## src/design/crtc_pkg.sv

```systemverilog
// constants, register map and types of the calendar real-time clock
package crtc_pkg;

    // register byte offsets on the apb bus
    localparam logic [7:0] CRTC_OFS_CTRL = 8'h00;
    localparam logic [7:0] CRTC_OFS_PRESC = 8'h04;
    localparam logic [7:0] CRTC_OFS_TIME = 8'h08;
    localparam logic [7:0] CRTC_OFS_DATE = 8'h0C;
    localparam logic [7:0] CRTC_OFS_ALARM = 8'h10;
    localparam logic [7:0] CRTC_OFS_PERIOD = 8'h14;
    localparam logic [7:0] CRTC_OFS_STATUS = 8'h18;
    localparam logic [7:0] CRTC_OFS_MASK = 8'h1C;
    localparam logic [7:0] CRTC_OFS_WAKE = 8'h20;

    // control register fields
    localparam int CRTC_CTRL_EN_BIT = 0;
    localparam int CRTC_CTRL_SEL_LSB = 1;
    localparam int CRTC_CTRL_CAL_BIT = 3;
    localparam logic [3:0] CRTC_CTRL_RST = 4'h0;

    // drive clock source encodings
    localparam logic [1:0] CRTC_SEL_SLOW = 2'h0;
    localparam logic [1:0] CRTC_SEL_FAST_INT = 2'h1;
    localparam logic [1:0] CRTC_SEL_FAST_EXT = 2'h2;

    // fast oscillators are divided by 128
    localparam int CRTC_DIV_W = 7;
    localparam logic [6:0] CRTC_DIV_LAST = 7'h7F;

    // one-second prescaler, reload value for a 32768 Hz drive
    localparam int CRTC_PRESC_W = 22;
    localparam logic [21:0] CRTC_PRESC_RST = 22'h007FFF;
    // counter bit that toggles at 256 Hz with the default reload
    localparam int CRTC_CAL_BIT = 6;

    // periodic interval: reload + 1 drive cycles, never below 2
    localparam int CRTC_PER_W = 16;
    localparam logic [15:0] CRTC_PER_MIN = 16'h0001;
    localparam logic [15:0] CRTC_PER_RST = 16'h0001;

    // event bits of status, mask and wake enable
    localparam int CRTC_EV_N = 3;
    localparam int CRTC_EV_ALARM = 0;
    localparam int CRTC_EV_PERIOD = 1;
    localparam int CRTC_EV_SECOND = 2;

    // time word field positions (also used by the alarm word)
    localparam int CRTC_F_SEC = 0;
    localparam int CRTC_F_MIN = 8;
    localparam int CRTC_F_HOUR = 16;
    localparam int CRTC_F_WDAY = 24;
    localparam int CRTC_F_ADATE = 24;
    // date word field positions
    localparam int CRTC_F_DATE = 0;
    localparam int CRTC_F_MONTH = 8;
    localparam int CRTC_F_YEAR = 16;

    // calendar limits and reset values
    localparam logic [5:0] CRTC_SEC_LAST = 6'h3B;
    localparam logic [5:0] CRTC_MIN_LAST = 6'h3B;
    localparam logic [4:0] CRTC_HOUR_LAST = 5'h17;
    localparam logic [2:0] CRTC_WDAY_LAST = 3'h7;
    localparam logic [3:0] CRTC_MONTH_LAST = 4'hC;
    localparam logic [6:0] CRTC_YEAR_LAST = 7'h63;
    localparam logic [2:0] CRTC_WDAY_RST = 3'h1;
    localparam logic [4:0] CRTC_DATE_RST = 5'h01;
    localparam logic [3:0] CRTC_MONTH_RST = 4'h1;

    // running calendar time, binary fields
    typedef struct packed {
        logic [6:0] year;
        logic [3:0] month;
        logic [4:0] date;
        logic [2:0] wday;
        logic [4:0] hour;
        logic [5:0] min;
        logic [5:0] sec;
    } crtc_time_t;

    // alarm compare fields
    typedef struct packed {
        logic [4:0] date;
        logic [4:0] hour;
        logic [5:0] min;
        logic [5:0] sec;
    } crtc_alarm_t;

endpackage

```

## src/design/crtc_calendar.sv

```systemverilog
// calendar counters: seconds to year with month lengths and leap years
`timescale 1ns/1ps
module crtc_calendar
    import crtc_pkg::*;
(
    // clock and always-on reset
    input wire logic pclk,
    input wire logic por_n,
    // advance and load controls
    input wire logic sec_tick,
    input wire logic load_time,
    input wire logic load_date,
    input wire logic [31:0] wdata,
    // current calendar
    output crtc_time_t now
);

    logic [4:0] month_len;
    logic leap;
    logic sec_wrap;
    logic min_wrap;
    logic hour_wrap;
    logic date_wrap;
    logic month_wrap;
    crtc_time_t next_now;

    // years 00..99 of one century, so every fourth is a leap year
    assign leap = (now.year[1:0] == 2'h0);
    assign month_len = (now.month == 4'h2) ? (leap ? 5'h1D : 5'h1C) :
        ((now.month == 4'h4) || (now.month == 4'h6) || (now.month == 4'h9) || (now.month == 4'hB)) ? 5'h1E :
        5'h1F;

    // carry chain
    assign sec_wrap = sec_tick && (now.sec == CRTC_SEC_LAST);
    assign min_wrap = sec_wrap && (now.min == CRTC_MIN_LAST);
    assign hour_wrap = min_wrap && (now.hour == CRTC_HOUR_LAST);
    assign date_wrap = hour_wrap && (now.date >= month_len);
    assign month_wrap = date_wrap && (now.month == CRTC_MONTH_LAST);

    // next value: software load first, then the one-second advance
    always_comb begin
        next_now = now;
        if (load_time) begin
            next_now.sec = wdata[CRTC_F_SEC +: 6];
            next_now.min = wdata[CRTC_F_MIN +: 6];
            next_now.hour = wdata[CRTC_F_HOUR +: 5];
            next_now.wday = wdata[CRTC_F_WDAY +: 3];
        end else if (sec_tick) begin
            next_now.sec = sec_wrap ? 6'h00 : now.sec + 6'h01;
            if (sec_wrap) begin
                next_now.min = min_wrap ? 6'h00 : now.min + 6'h01;
            end
            if (min_wrap) begin
                next_now.hour = hour_wrap ? 5'h00 : now.hour + 5'h01;
            end
            if (hour_wrap) begin
                next_now.wday = (now.wday == CRTC_WDAY_LAST) ? CRTC_WDAY_RST : now.wday + 3'h1;
            end
        end
        if (load_date) begin
            next_now.date = wdata[CRTC_F_DATE +: 5];
            next_now.month = wdata[CRTC_F_MONTH +: 4];
            next_now.year = wdata[CRTC_F_YEAR +: 7];
        end else if (hour_wrap && !load_time) begin
            next_now.date = date_wrap ? CRTC_DATE_RST : now.date + 5'h01;
            if (date_wrap) begin
                next_now.month = month_wrap ? CRTC_MONTH_RST : now.month + 4'h1;
            end
            if (month_wrap) begin
                next_now.year = (now.year == CRTC_YEAR_LAST) ? 7'h00 : now.year + 7'h01;
            end
        end
    end

    // only power-on clears the calendar
    always_ff @(posedge pclk or negedge por_n) begin
        if (!por_n) begin
            now <= '{year: 7'h00, month: CRTC_MONTH_RST, date: CRTC_DATE_RST, wday: CRTC_WDAY_RST,
                     hour: 5'h00, min: 6'h00, sec: 6'h00};
        end else begin
            now <= next_now;
        end
    end

endmodule

```

## src/design/crtc_core.sv

```systemverilog
// calendar real-time clock core with apb registers, alarm and periodic events
//
// Our own choices: the APB slave port and the register addresses.
`timescale 1ns/1ps

// What this block does
// - calendar counters run without software help
// - alarm event when time matches alarm
// - periodic event, interval at least two cycles
// - system reset leaves clock state untouched
// - low-power entry and wake keep state
// - drive clock from three selectable sources
// - 256 Hz calibration output from time base at the default reload
// - 22-bit prescaler makes the one-second tick
// - wake-up request on enabled events
module crtc_core
    import crtc_pkg::*;
(
    // apb clock and bus reset
    input wire logic pclk,
    input wire logic presetn,
    // always-on power-on reset of the clock state
    input wire logic por_n,
    // apb slave
    input wire logic psel,
    input wire logic penable,
    input wire logic pwrite,
    input wire logic [7:0] paddr,
    input wire logic [31:0] pwdata,
    output logic [31:0] prdata,
    output logic pready,
    output logic pslverr,
    // oscillator levels, synchronous to pclk
    input wire logic slow_internal_rc_osc,
    input wire logic fast_internal_rc_osc,
    input wire logic fast_external_osc,
    // outputs to the system
    output logic irq,
    output logic wakeup,
    output logic cal_out
);

    // control and configuration
    logic enable;
    logic [1:0] clk_sel;
    logic cal_en;
    logic [CRTC_PRESC_W-1:0] presc_reload;
    logic [CRTC_PRESC_W-1:0] presc_cnt;
    logic [CRTC_PER_W-1:0] period_reload;
    logic [CRTC_PER_W-1:0] period_cnt;
    crtc_alarm_t alarm;
    logic [CRTC_EV_N-1:0] status;
    logic [CRTC_EV_N-1:0] mask;
    logic [CRTC_EV_N-1:0] wake_en;
    crtc_time_t now;

    // oscillator edge detection and dividers
    logic slow_prev;
    logic slow_tick;
    logic [1:0] fast_in;
    logic [1:0] fast_tick;
    logic drive_tick;

    // time base
    logic sec_tick;
    logic alarm_chk;
    logic alarm_hit;
    logic alarm_match;
    logic period_hit;
    logic [CRTC_EV_N-1:0] ev_set;
    logic [CRTC_EV_N-1:0] ev_clr;
    logic cal_src;

    // bus decode
    logic setup_ok;
    logic fire;
    logic wr_fire;
    logic rd_fire;
    logic sel_ctrl;
    logic sel_presc;
    logic sel_time;
    logic sel_date;
    logic sel_alarm;
    logic sel_period;
    logic sel_status;
    logic sel_mask;
    logic sel_wake;
    logic addr_ok;
    logic [31:0] rd_mux;
    logic [CRTC_PER_W-1:0] period_wr;
    logic load_time;
    logic load_date;
    logic presc_load;
    logic period_load;
    logic status_rd;
    logic rd_capture;

    // bus transfer phases: one wait state, then the answer
    assign setup_ok = psel && penable && !pready;
    assign fire = psel && penable && pready;
    assign wr_fire = fire && pwrite;
    assign rd_fire = fire && !pwrite;

    // write strobes of the loadable counters, one named source per load
    assign load_time = wr_fire && sel_time;
    assign load_date = wr_fire && sel_date;
    assign presc_load = wr_fire && sel_presc;
    assign period_load = wr_fire && sel_period;
    // status clears on the completing edge only, never in the wait state
    assign status_rd = rd_fire && sel_status;
    // read data captured for reads only, so a write leaves the last read word standing
    assign rd_capture = setup_ok && !pwrite;

    // address decode
    assign sel_ctrl = (paddr == CRTC_OFS_CTRL);
    assign sel_presc = (paddr == CRTC_OFS_PRESC);
    assign sel_time = (paddr == CRTC_OFS_TIME);
    assign sel_date = (paddr == CRTC_OFS_DATE);
    assign sel_alarm = (paddr == CRTC_OFS_ALARM);
    assign sel_period = (paddr == CRTC_OFS_PERIOD);
    assign sel_status = (paddr == CRTC_OFS_STATUS);
    assign sel_mask = (paddr == CRTC_OFS_MASK);
    assign sel_wake = (paddr == CRTC_OFS_WAKE);
    assign addr_ok = sel_ctrl | sel_presc | sel_time | sel_date | sel_alarm | sel_period |
                     sel_status | sel_mask | sel_wake;

    // read data selection, unmapped and reserved bits read zero
    assign rd_mux = sel_ctrl ? {28'h0000000, cal_en, clk_sel, enable} :
        sel_presc ? {10'h000, presc_reload} :
        sel_time ? {5'h00, now.wday, 3'h0, now.hour, 2'h0, now.min, 2'h0, now.sec} :
        sel_date ? {9'h000, now.year, 4'h0, now.month, 3'h0, now.date} :
        sel_alarm ? {3'h0, alarm.date, 3'h0, alarm.hour, 2'h0, alarm.min, 2'h0, alarm.sec} :
        sel_period ? {16'h0000, period_reload} :
        sel_status ? {29'h00000000, status} :
        sel_mask ? {29'h00000000, mask} :
        sel_wake ? {29'h00000000, wake_en} :
        32'h00000000;

    // periodic reload clamped so the interval never drops below two cycles
    assign period_wr = (pwdata[CRTC_PER_W-1:0] < CRTC_PER_MIN) ? CRTC_PER_MIN : pwdata[CRTC_PER_W-1:0];

    // bus answer flops, cleared by the system reset only
    // pready is a flop, so every transfer gets exactly one wait state
    always_ff @(posedge pclk or negedge presetn) begin
        if (!presetn) begin
            pready <= 1'b0;
            prdata <= 32'h00000000;
            pslverr <= 1'b0;
        end else begin
            pready <= setup_ok;
            prdata <= rd_capture ? rd_mux : prdata;
            pslverr <= setup_ok && !addr_ok;
        end
    end

    // configuration lives on the power-on reset, so a system reset keeps it
    always_ff @(posedge pclk or negedge por_n) begin
        if (!por_n) begin
            enable <= CRTC_CTRL_RST[CRTC_CTRL_EN_BIT];
            clk_sel <= CRTC_CTRL_RST[CRTC_CTRL_SEL_LSB +: 2];
            cal_en <= CRTC_CTRL_RST[CRTC_CTRL_CAL_BIT];
            presc_reload <= CRTC_PRESC_RST;
            period_reload <= CRTC_PER_RST;
            alarm <= '0;
            mask <= '0;
            wake_en <= '0;
        end else if (wr_fire) begin
            if (sel_ctrl) begin
                enable <= pwdata[CRTC_CTRL_EN_BIT];
                clk_sel <= pwdata[CRTC_CTRL_SEL_LSB +: 2];
                cal_en <= pwdata[CRTC_CTRL_CAL_BIT];
            end
            if (sel_presc) begin
                presc_reload <= pwdata[CRTC_PRESC_W-1:0];
            end
            if (sel_period) begin
                period_reload <= period_wr;
            end
            if (sel_alarm) begin
                alarm <= '{date: pwdata[CRTC_F_ADATE +: 5], hour: pwdata[CRTC_F_HOUR +: 5],
                           min: pwdata[CRTC_F_MIN +: 6], sec: pwdata[CRTC_F_SEC +: 6]};
            end
            if (sel_mask) begin
                mask <= pwdata[CRTC_EV_N-1:0];
            end
            if (sel_wake) begin
                wake_en <= pwdata[CRTC_EV_N-1:0];
            end
        end
    end

    // slow oscillator: one drive cycle per rising edge
    // a source already high at power-on gives one early tick
    assign slow_tick = slow_internal_rc_osc && !slow_prev;

    always_ff @(posedge pclk or negedge por_n) begin
        if (!por_n) begin
            slow_prev <= 1'b0;
        end else begin
            slow_prev <= slow_internal_rc_osc;
        end
    end

    // fast oscillators, each divided by 128 in its own counter
    assign fast_in = {fast_external_osc, fast_internal_rc_osc};

    generate
        for (genvar i = 0; i < 2; i++) begin : g_fast_div
            logic prev;
            logic [CRTC_DIV_W-1:0] cnt;
            logic edge_seen;

            assign edge_seen = fast_in[i] && !prev;
            assign fast_tick[i] = edge_seen && (cnt == CRTC_DIV_LAST);

            // free-running so switching sources costs no resync
            always_ff @(posedge pclk or negedge por_n) begin
                if (!por_n) begin
                    prev <= 1'b0;
                    cnt <= '0;
                end else begin
                    prev <= fast_in[i];
                    cnt <= edge_seen ? cnt + 7'h01 : cnt;
                end
            end
        end
    endgenerate

    // drive clock selection; the unused code falls back to the slow source
    // enable low freezes prescaler, period count and calendar alike
    assign drive_tick = enable && ((clk_sel == CRTC_SEL_FAST_INT) ? fast_tick[0] :
                                   (clk_sel == CRTC_SEL_FAST_EXT) ? fast_tick[1] :
                                   slow_tick);

    // one-second tick when the prescaler passes zero
    // one second is reload + 1 drive cycles
    assign sec_tick = drive_tick && (presc_cnt == '0);

    // prescaler and periodic counters count drive cycles
    always_ff @(posedge pclk or negedge por_n) begin
        if (!por_n) begin
            presc_cnt <= CRTC_PRESC_RST;
            period_cnt <= CRTC_PER_RST;
        end else begin
            if (presc_load) begin
                presc_cnt <= pwdata[CRTC_PRESC_W-1:0];
            end else if (drive_tick) begin
                presc_cnt <= (presc_cnt == '0) ? presc_reload : presc_cnt - 22'h000001;
            end
            if (period_load) begin
                period_cnt <= period_wr;
            end else if (drive_tick) begin
                period_cnt <= (period_cnt == '0) ? period_reload : period_cnt - 16'h0001;
            end
        end
    end

    // periodic event on every pass through zero
    // a period write reloads the counter, so the first interval is full
    assign period_hit = drive_tick && (period_cnt == '0);

    // calendar advances on the one-second tick
    // time and date words load on separate writes, never together
    crtc_calendar u_calendar (
        .pclk(pclk),
        .por_n(por_n),
        .sec_tick(sec_tick),
        .load_time(load_time),
        .load_date(load_date),
        .wdata(pwdata),
        .now(now)
    );

    // alarm compare one cycle after the update, so it sees the new time
    assign alarm_match = (now.sec == alarm.sec) && (now.min == alarm.min) &&
                         (now.hour == alarm.hour) && (now.date == alarm.date);
    assign alarm_hit = alarm_chk && alarm_match;

    // event set and read-clear vectors
    assign ev_set = {sec_tick, period_hit, alarm_hit};
    assign ev_clr = status_rd ? status : '0;

    // sticky status; an event in the clearing cycle survives the clear
    // masks gate only the outputs, so status records every event
    always_ff @(posedge pclk or negedge por_n) begin
        if (!por_n) begin
            alarm_chk <= 1'b0;
            status <= '0;
        end else begin
            alarm_chk <= sec_tick;
            status <= (status & ~ev_clr) | ev_set;
        end
    end

    // calibration level from the prescaler; only the default reload gives 256 Hz
    assign cal_src = cal_en && enable && presc_cnt[CRTC_CAL_BIT];

    // system outputs, registered; nothing here reacts to low-power entry
    always_ff @(posedge pclk or negedge por_n) begin
        if (!por_n) begin
            irq <= 1'b0;
            wakeup <= 1'b0;
            cal_out <= 1'b0;
        end else begin
            irq <= |(status & mask);
            wakeup <= |(status & wake_en);
            cal_out <= cal_src;
        end
    end

endmodule

```

## config.mk

```make
export PLATFORM = sky130hd
export DESIGN_NAME = crtc_core
export DESIGN_NICKNAME = d
export VERILOG_FILES = /design/src/design/crtc_pkg.sv /design/src/design/crtc_calendar.sv /design/src/design/crtc_core.sv
export SDC_FILE = /design/constraint.sdc
export NUM_CORES = 1
export LEC_CHECK = 0
export BUFFER_PORTS_ARGS = -buffer_cell sky130_fd_sc_hd__buf_2
export CORE_MARGIN = 2
export CORE_UTILIZATION = 32
export CTS_CLUSTER_SIZE = 10
export DETAILED_ROUTE_END_ITERATION = 16
export GPL_TIMING_DRIVEN = 0
export PLACE_DENSITY_LB_ADDON = 0.15
export SLEW_MARGIN = 30
export SYNTH_ARGS = -nofsm -noshare
export SYNTH_HDL_FRONTEND = slang
export SYNTH_SLANG_ARGS = --single-unit
```

## constraint.sdc

```tcl
create_clock -name pclk -period 3.55 [get_ports pclk]
set_clock_uncertainty 0.15 [all_clocks]
set_input_delay 0 -clock pclk [delete_from_list [all_inputs] [get_ports pclk]]
set_output_delay 0 -clock pclk [all_outputs]
set_load 0.1 [all_outputs]
```

==> flow_summary.yaml, run 1 <==
timing:
  rsz0062_at_grt: "no"
  drv_slew: 0
  hold_viol_final: 0
  layout_min_cycle_time_ns: 3.44
  relSlewSlack_pct: 38.3
  fin_crit_sh_pct: 97.0
  setup_viol_count_final: 0
  tns_ns: 0
  worst_pin_slew_ns: 0.917
  fmax_mhz: 290
synthesis:
  yosys.area.top_type_share_pct: 37.5
  yosysTopAreaCell: "dfrtp_1"
  synth_area_leaders: "dfrtp_1 38%, dfstp_2 8.5%, nand2_1 6.6%"
  synth_edf_count: 0
  yosysWarnings: 0
  async_reset_ff_share_pct: 100
  yosysSeqAreaShare_pct: 46.0
  synthFlopType: "dfrtp_1"
  syn-instance-count: 1193
  synth.avg_cell_area_sq_um: 9.11
  synth_cell_type_count: 78
  syn_area_sq_mm: 0.0109
  synth_seq_cells: 198
final_layout:
  diodes: 0
  final_common_cell: "nand2_1"
  nets: 1410
  final_cells: 1804
  layout_common_cells: "192 x nand2_1, 163 x dfrtp_1, 107 x nor2_1"
  final_area_sq_mm: 0.0130
  utilization_pct: 38.8
  area_growth_pct: 19.5
  drive_gt1_share_pct: 16.9
cts:
  clk-insertion-delay-late_ns: 0.46
  cts.sinks: 198
  cts_tree: "yes"
  root_buffer: "clkbuf_16"
  cts_buffers: 17
  clockBufferDepth: 2
  htreeDepth: 4
  clk_pin_slew_ns: 0.08
power_and_ir_drop:
  p_seq_share_pct: 48.2
  p_comb_share_pct: 14.7
  powerDensity_mw_per_mm2: 400
  ir_drop_v: 0.000340
  power_switching_mw: 1.66
  swShare_pct: 31.9
  pwr-share-clk_pct: 37.2
  leakage_nw: 5.70
  p_int_mw: 3.54
die:
  die_h_microns: 188
  std_cell_rows: 67
  die_area_sq_mm: 0.0354
  fp.coreArea_sq_mm: 0.0334
  num_io_pins: 86
  die_width_microns: 188
  start_util_pct: 32.5
critical_path:
  r2r_end: "u_calendar.now[2]$_DFFE_PN0P_"
  rr_worst_depth: 9
  arrival_ns: 3.60
  slowest_stage: "nor4_2"
  r2r_start: "g_fast_div[0].cnt[0]$_DFFE_PN0N_"
  required_ns: 3.71
  crit_start: "g_fast_div[0].cnt[0]$_DFFE_PN0N_"
  crit_chain: "ha_1 > nand2_1 > nor4_2 > or3_1 > buf_4 > clkbuf_1 > nand3_1 > a21oi_1 > a21oi_1"
  cpMostUsedCell: "a21oi_1"
  end_kind: "flop"
  start_kind: "flop"
  critical_path_peak_fanout: 10
  r2r_setup_slack_ns: 0.11
  max_stage_delay_ns: 0.80
  criticalPathCategory: "reg2reg"
  crit_path_end: "u_calendar.now[2]$_DFFE_PN0P_"
placement:
  gp_congestion: 0.879
  place_area_sq_mm: 0.0119
  numPortBuffers: 76
  dp.cells: 1722
  dp_hpwl_microns: 30100
global_route:
  track_usage_pct: 23.9
  grt_start_max_net_pins: 63
  antenna_found_initial: 0
  grt_first_pass_wirelength_microns: 62900
  grt_pass1_vias: 9622
  grt-ovfl-total: 0
min_path:
  hp-class: "in2async"
routing:
  wirelength_microns: 41400
  vias_per_cell: 5.59
  wl_per_cell_microns: 23.0
  num_vias: 10100
  drt_iter0_drc: 989
  first_pass_iters: 5
  postRouteAntennaNets: 0
  drc: 0
flow_run:
  maxCapViolCount: 0
outcome:
  outcome: "finished, final reports clean"
[cells in the mapped netlist (all sizes together), types with 18 or more instances]
library cell / number
a21oi: 52
a31oi: 34
buf: 20
clkbuf: 41
dfrtp: 163
dfstp: 35
ha: 18
inv: 29
mux2: 35
nand2: 193
nand3: 49
nand4: 18
nor2: 108
nor3: 49
nor4: 19
o21ai: 65
or3: 19
xor2: 22
[through the flow]
stage / power [mW] / setup slack [ns] / hold slack (ns)
floorplan: 3.00 / 0.620 / -0.446
global placement: 3.24 / -0.695 / -0.0174
detailed placement: 3.26 / 0.134 / -0.199
CTS: 5.22 / 0.127 / 0.0289
global route: 5.39 / 0.0221 / 0.0529
finish: 5.19 / 0.107 / 0.0447
[registers in the layout (all words and copies together) (netlist names), 3 cells and up]
name,cells
mask,3
g_fast_div.cnt,14
alarm,22
u_calendar.now,36
prdata,28
presc_reload,22
presc_cnt,22
period_cnt,16
period_reload,16
status,3
wake_en,3
[timing repair]
item,CTS,global route
setup endpoints to repair,0,7
resized for setup,0,4
hold buffers,46,1
setup buffers,0,3
endpoints found under the hold margin,330,30
[layout make-up]
| class | instances | area [sq um] |
|---|---|---|
| Fill cell | 3408 | 20500 |
| Multi-Input combinational cell | 908 | 5530 |
| Sequential cell | 198 | 5000 |
| Timing Repair Buffer | 128 | 951 |
| Tap cell | 448 | 561 |
| Clock buffer | 20 | 447 |
| Buffer | 61 | 282 |
| Clock inverter | 12 | 109 |
| Inverter | 29 | 109 |
[worst max-delay path, delay by kind of cell, from the launching register on]
family          cells  cell delay (ns)
fa+ha+maj           1             0.22
buf+inv             2             0.83
compound gates      2             0.28
simple gates        4             1.41
flops               1             0.41
[how the worst min path moves through the flow]
stage                         start                           to  slack, ns  cells past startpoint
2_1_floorplan                 por_n         alarm[0]$_DFFE_PN0P_      -0.45                      0
3_3_place_gp   slow_internal_rc_osc          slow_prev$_DFF_PN0_      -0.02                      1
3_5_place_dp                  por_n             wakeup$_DFF_PN0_      -0.20                      1
4_1_cts                    paddr[3]          status[2]$_DFF_PN0_       0.03                      5
5_1_grt                       por_n  presc_reload[2]$_DFFE_PN1P_       0.05                      2
6_report                      por_n  presc_reload[2]$_DFFE_PN1P_       0.04                      2
[power by group through the flow]
stage	Combinational [mW]	Sequential (mW)	Clock (mW)
floorplan	0.235	2.76	0
global placement	0.706	2.53	0
detailed placement	0.721	2.54	0
CTS	0.764	2.49	1.96
global route	0.817	2.52	2.06
finish	0.762	2.50	1.93
[per-layer routing]
metal | global-route usage [%] | vias up | share of wire (%)
met4 | 7.84 | 0 | 2.2
met3 | 3.43 | 55 | 5.8
met5 | 0 | - | 0
met2 | 37.7 | 335 | 46
li1 | - | 4647 | -
met1 | 33.8 | 5046 | 46
[kinds of logic after synthesis]
kind of cell    share of synthesized area (%)
xor+xnor                                 3.06
mux                                      5.19
flops                                    46.0
simple gates                             22.9
fa+ha+maj                                2.07
buf+inv                                  3.59
other cells                            0.0345
compound gates                           17.1
No activity file was read; power rests on OpenSTA's default activity.
==> inputs of run 2 (changes only) <==
Settings changed: CORE_ASPECT_RATIO set to 1.1, CORE_UTILIZATION 32 to 50.
==> flow_summary.yaml, run 2 (synthesis results as in run 1) <==
outcome:
  outcome: "finished, final reports clean"
die:
  num_io_pins: 86
  std_cell_rows: 56
  die_width_microns: 145
  fp.coreArea_sq_mm: 0.0213
  die_h_microns: 159
  die_area_sq_mm: 0.0229
  start_util_pct: 51.0
critical_path:
  critical_path_peak_fanout: 10
  cp_num_buf_inv: 2
  slowest_stage: "nor4_2"
  start_kind: "flop"
  end_kind: "flop"
  cpMostUsedCell: "a21oi_1"
  criticalPathCategory: "reg2reg"
  max_stage_delay_ns: 0.71
  arrival_ns: 3.59
  required_ns: 3.71
  crit_family: "simple AND/OR/NAND/NOR gates"
  crit_chain: "ha_1 > nand2_1 > nor4_2 > or3_1 > buf_4 > clkbuf_1 > nand3_1 > a21oi_1 > a21oi_1"
routing:
  first_pass_iters: 6
  drc: 0
  wl_per_cell_microns: 22.3
  postRouteAntennaNets: 0
  vias_per_cell: 6.24
  wirelength_microns: 36800
  drt_iter0_drc: 1083
  num_vias: 10300
timing:
  tns_ns: 0
  hold_viol_final: 0
  fmax_mhz: 292
  relSlewSlack_pct: 36.3
  worst_pin_slew_ns: 0.948
  setup_viol_count_final: 0
  rsz0062_at_grt: "no"
  drv_slew: 0
  hold_ws_ns: 0.0431
  layout_min_cycle_time_ns: 3.42
  fin_crit_sh_pct: 96.4
final_layout:
  drive_gt1_share_pct: 16.8
  largest-register: "u_calendar.now"
  largest_register_ffs: 36
  area_growth_pct: 18.5
  final_common_cell: "nand2_1"
  final_cells: 1646
  layout_common_cells: "192 x nand2_1, 163 x dfrtp_1, 108 x nor2_1"
  final_area_sq_mm: 0.0129
  filler_cell_count: 1926
  diodes: 0
  largestRegisters: "u_calendar.now x36, prdata x28"
  nets: 1410
cts:
  clk-insertion-delay-late_ns: 0.45
  htreeDepth: 4
  cts_tree: "yes"
  cts_buffers: 17
  post-cts-setup-buffers: 0
  cts.sinks: 198
  clk_pin_slew_ns: 0.09
  root_buffer: "clkbuf_16"
  clockBufferDepth: 2
placement:
  place_area_sq_mm: 0.0117
  dp_hpwl_microns: 26500
  gp_congestion: 0.981
  numPortBuffers: 76
  dp.cells: 1564
power_and_ir_drop:
  p_comb_share_pct: 14.1
  power_switching_mw: 1.72
  pwr-share-clk_pct: 39.4
  swShare_pct: 32.1
  ir_drop_v: 0.000323
  p_seq_share_pct: 46.6
  leakage_nw: 5.74
  powerDensity_mw_per_mm2: 416
  p_int_mw: 3.64
global_route:
  grt-ovfl-total: 0
  antenna_found_initial: 0
  grt_pass1_vias: 9704
  grt_first_pass_wirelength_microns: 56500
  track_usage_pct: 33.1
  grt_start_max_net_pins: 85
min_path:
  hp-class: "in2reg"
flow_run:
  maxCapViolCount: 0
run 2: cell count changes in the layout (fill, tap and decap cells not counted), moves of 3 or more:
cell and delta:
clkinv_4 -3, clkinv_8 +6, inv_6 -5, buf_4 -4
run 2: tightest hold or removal path, stage by stage:
cell	delay (ns)
buf_2	0.12
clkbuf_1	0.32
nand2_1	0.14
nand2_1	0.06
run 2: through the flow:
step	util, %	power (mW)	setup WS, ns
3_3_place_gp	54.6	3.21	-0.376
6_report	60.5	5.35	0.127
2_1_floorplan	-	3.00	0.620
4_1_cts	60.2	5.36	0.119
3_5_place_dp	54.9	3.24	0.149
5_1_grt	60.5	5.52	0.00368
run 2: worst paths after layout:
kind / from / to / slack, ns / cells past startpoint
min in group asynchronous: presetn / prdata[5]$_DFFE_PN0P_ / 0.33 / 3
worst min register to register: presc_reload[5]$_DFFE_PN1P_ / presc_reload[5]$_DFFE_PN1P_ / 0.32 / 2
worst min-delay path: pwdata[2] / presc_reload[2]$_DFFE_PN1P_ / 0.04 / 4
max in group asynchronous: por_n / presc_reload[11]$_DFFE_PN1P_ / 2.31 / 4
worst max register to register: g_fast_div[0].cnt[0]$_DFFE_PN0N_ / u_calendar.now[2]$_DFFE_PN0P_ / 0.13 / 9
worst max-delay path: g_fast_div[0].cnt[0]$_DFFE_PN0N_ / u_calendar.now[2]$_DFFE_PN0P_ / 0.13 / 9
run 2: power by group through the flow:
stage                     clock [mW]  sequential (mW)  combinational, mW
after global placement             0             2.53              0.685
after detailed placement           0             2.53              0.704
after CTS                       2.13             2.49              0.746
final                           2.11             2.49              0.752
after floorplan                    0             2.76              0.235
after global routing            2.20             2.51              0.806
run 2: layout make-up:
cell class / count / area (sq um) / share of cell area (%)
sequential: 198 / 5000 / 38.8
inverter: 29 / 109 / 0.845
clock inverter: 15 / 221 / 1.72
clock buffer: 17 / 425 / 3.30
multi-input combinational: 908 / 5530 / 42.9
buffer: 61 / 282 / 2.19
timing repair buffer: 128 / 951 / 7.39
tap: 290 / 363 / 2.82
run 2: what timing repair did:
| item | 4_1_cts | 5_1_grt |
|---|---|---|
| endpoints found under the setup margin | 0 | 4 |
| hold buffers | 48 | 1 |
| endpoints found under the hold margin | 348 | 7 |
| resized for setup | 0 | 2 |
run 2: layer usage:
layer	vias to the layer above	wire length, microns	GRT usage (%)
met1	4973	15000	43.7
met2	529	17200	52.9
met4	0	1730	15.9
met5	-	0	0
met3	120	2900	5.77
li1	4653	-	-
==> inputs of run 3 (changes only) <==
Settings changed: BUFFER_PORTS_ARGS -buffer_cell sky130_fd_sc_hd__buf_2 to not set, CELL_PAD_IN_SITES_DETAIL_PLACEMENT set to 1, CELL_PAD_IN_SITES_GLOBAL_PLACEMENT set to 1, DONT_BUFFER_PORTS set to 1.
==> flow_summary.yaml, run 3 (synthesis results as in run 1) <==
outcome:
  outcome: "complete, but fails checks"
  violations: "hold timing"
timing:
  hold_viol_final: 168
  fin_crit_sh_pct: 97.7
  setup_viol_count_final: 0
  drv_slew: 0
  relSlewSlack_pct: 34.4
  layout_min_cycle_time_ns: 3.47
  worst_pin_slew_ns: 0.984
  tns_ns: 0
  hold_ws_ns: -0.913
  fmax_mhz: 288
die:
  die_area_sq_mm: 0.0229
  fp.coreArea_sq_mm: 0.0213
  die_width_microns: 145
  num_io_pins: 86
  die_h_microns: 159
  std_cell_rows: 56
  start_util_pct: 51.0
cts:
  clockBufferDepth: 2
  root_buffer: "clkbuf_16"
  cts-hold-fix-buffers: 53
  cts_buffers: 17
  cts.sinks: 198
  cts_tree: "yes"
  clk_pin_slew_ns: 0.08
  clk-insertion-delay-late_ns: 0.46
  htreeDepth: 4
power_and_ir_drop:
  powerDensity_mw_per_mm2: 414
  ir_drop_v: 0.000339
  leakage_nw: 5.40
placement:
  numPortBuffers: 0
  dp_hpwl_microns: 29400
  gp_congestion: 0.951
global_route:
  antenna_found_initial: 1
  track_usage_pct: 38.7
  grt-ovfl-total: 0
  grt_first_pass_wirelength_microns: 65100
  grt_start_max_net_pins: 169
  grt_pass1_vias: 10600
final_layout:
  filler_cell_count: 2482
  area_growth_pct: 14.7
  drive_gt1_share_pct: 12.1
  final_common_cell: "nand2_1"
  utilization_pct: 58.5
  largest_register_ffs: 36
  largest-register: "u_calendar.now"
  largestRegisters: "u_calendar.now x36, prdata x28"
  nets: 1341
  layout_common_cells: "192 x nand2_1, 162 x dfrtp_1, 108 x nor2_1"
critical_path:
  arrival_ns: 3.68
  required_ns: 3.76
  end_kind: "flop"
  start_kind: "flop"
  criticalPathCategory: "reg2reg"
  critical_path_peak_fanout: 9
routing:
  vias_per_cell: 6.65
  drc: 0
  first_pass_iters: 6
  postRouteAntennaNets: 0
  wl_per_cell_microns: 27.3
  wirelength_microns: 43000
  num_vias: 10500
  drt_iter0_drc: 1026
flow_run:
  maxCapViolCount: 0
min_path:
  hp-class: "in2async"
run 3: metal layers:
metal  vias to the layer above  routed length [microns]  track usage, %
li1                       4511                        -               -
met1                      5292                    16700            49.7
met2                       539                    20300            62.2
met3                       158                     3530            7.01
met4                         2                     2490            21.1
met5                         -                       11               0
run 3: worst max-delay path: stages, from the launching register on:
cell and delay (ns):
dfstp_2 0.63, inv_1 0.10, ha_1 0.22, o21ai_0 0.19, o21ai_0 0.11, o21ai_0 0.18, ha_1 0.14, nand2b_1 0.11
a21o_1 0.19, nand4_1 0.19, or3_1 0.38, buf_4 0.18, or4_1 0.40, a31oi_1 0.20
run 3: path summary, 6_finish.rpt:
check / from / to / slack, ns / cells past startpoint
setup / recovery: u_calendar.now[25]$_DFFE_PN1P_ / u_calendar.now[31]$_DFFE_PN0P_ / 0.08 / 13
hold / removal: por_n / g_fast_div[1].cnt[1]$_DFFE_PN0N_ / -0.91 / 0
setup reg to reg: u_calendar.now[25]$_DFFE_PN1P_ / u_calendar.now[31]$_DFFE_PN0P_ / 0.08 / 13
hold reg to reg: presc_reload[10]$_DFFE_PN1P_ / presc_reload[10]$_DFFE_PN1P_ / 0.33 / 2
max in group asynchronous: presetn / pready$_DFF_PN0_ / 2.54 / 4
min in group pclk: fast_external_osc / g_fast_div[1].prev$_DFF_PN0_ / 0.02 / 1
run 3: metrics by stage:
stage / instance area [sq um] / instances / power (mW) / worst slack (ns)
6_report: 12500 / 1579 / 5.16 / 0.0832
5_1_grt: 12500 / 1577 / 5.30 / -0.204
4_1_cts: 12400 / 1574 / 5.15 / 0.0317
3_5_place_dp: 11300 / 1486 / 3.11 / -0.525
3_3_place_gp: 11200 / 1486 / 3.08 / -0.391
2_1_floorplan: 10900 / 1196 / 3.00 / 0.620
run 3: power breakdown:
part           total [mW]  internal, mW  switching, mW
registers            2.76          2.38          0.389
clock network        1.99          1.06          0.931
logic               0.407         0.168          0.239
total                5.16          3.60           1.56
run 3: final cells by class:
class	count	area [sq um]	share of cell area [%]
Antenna cell	2	5.00	0.0401
Buffer	61	283	2.27
Clock buffer	20	447	3.58
Clock inverter	12	128	1.02
Inverter	29	109	0.873
Multi-Input combinational cell	908	5540	44.4
Sequential cell	198	5000	40.1
Tap cell	290	363	2.91
Timing Repair Buffer	59	596	4.78
run 3: timing repair:
action | 4_1_cts | 5_1_grt
resized for setup | 1 | 4
buffers inserted | 3 | 3
cloned | 0 | 0
pin swaps | 1 | 0
hold endpoints to repair | 359 | 168
setup endpoints to repair | 69 | 12
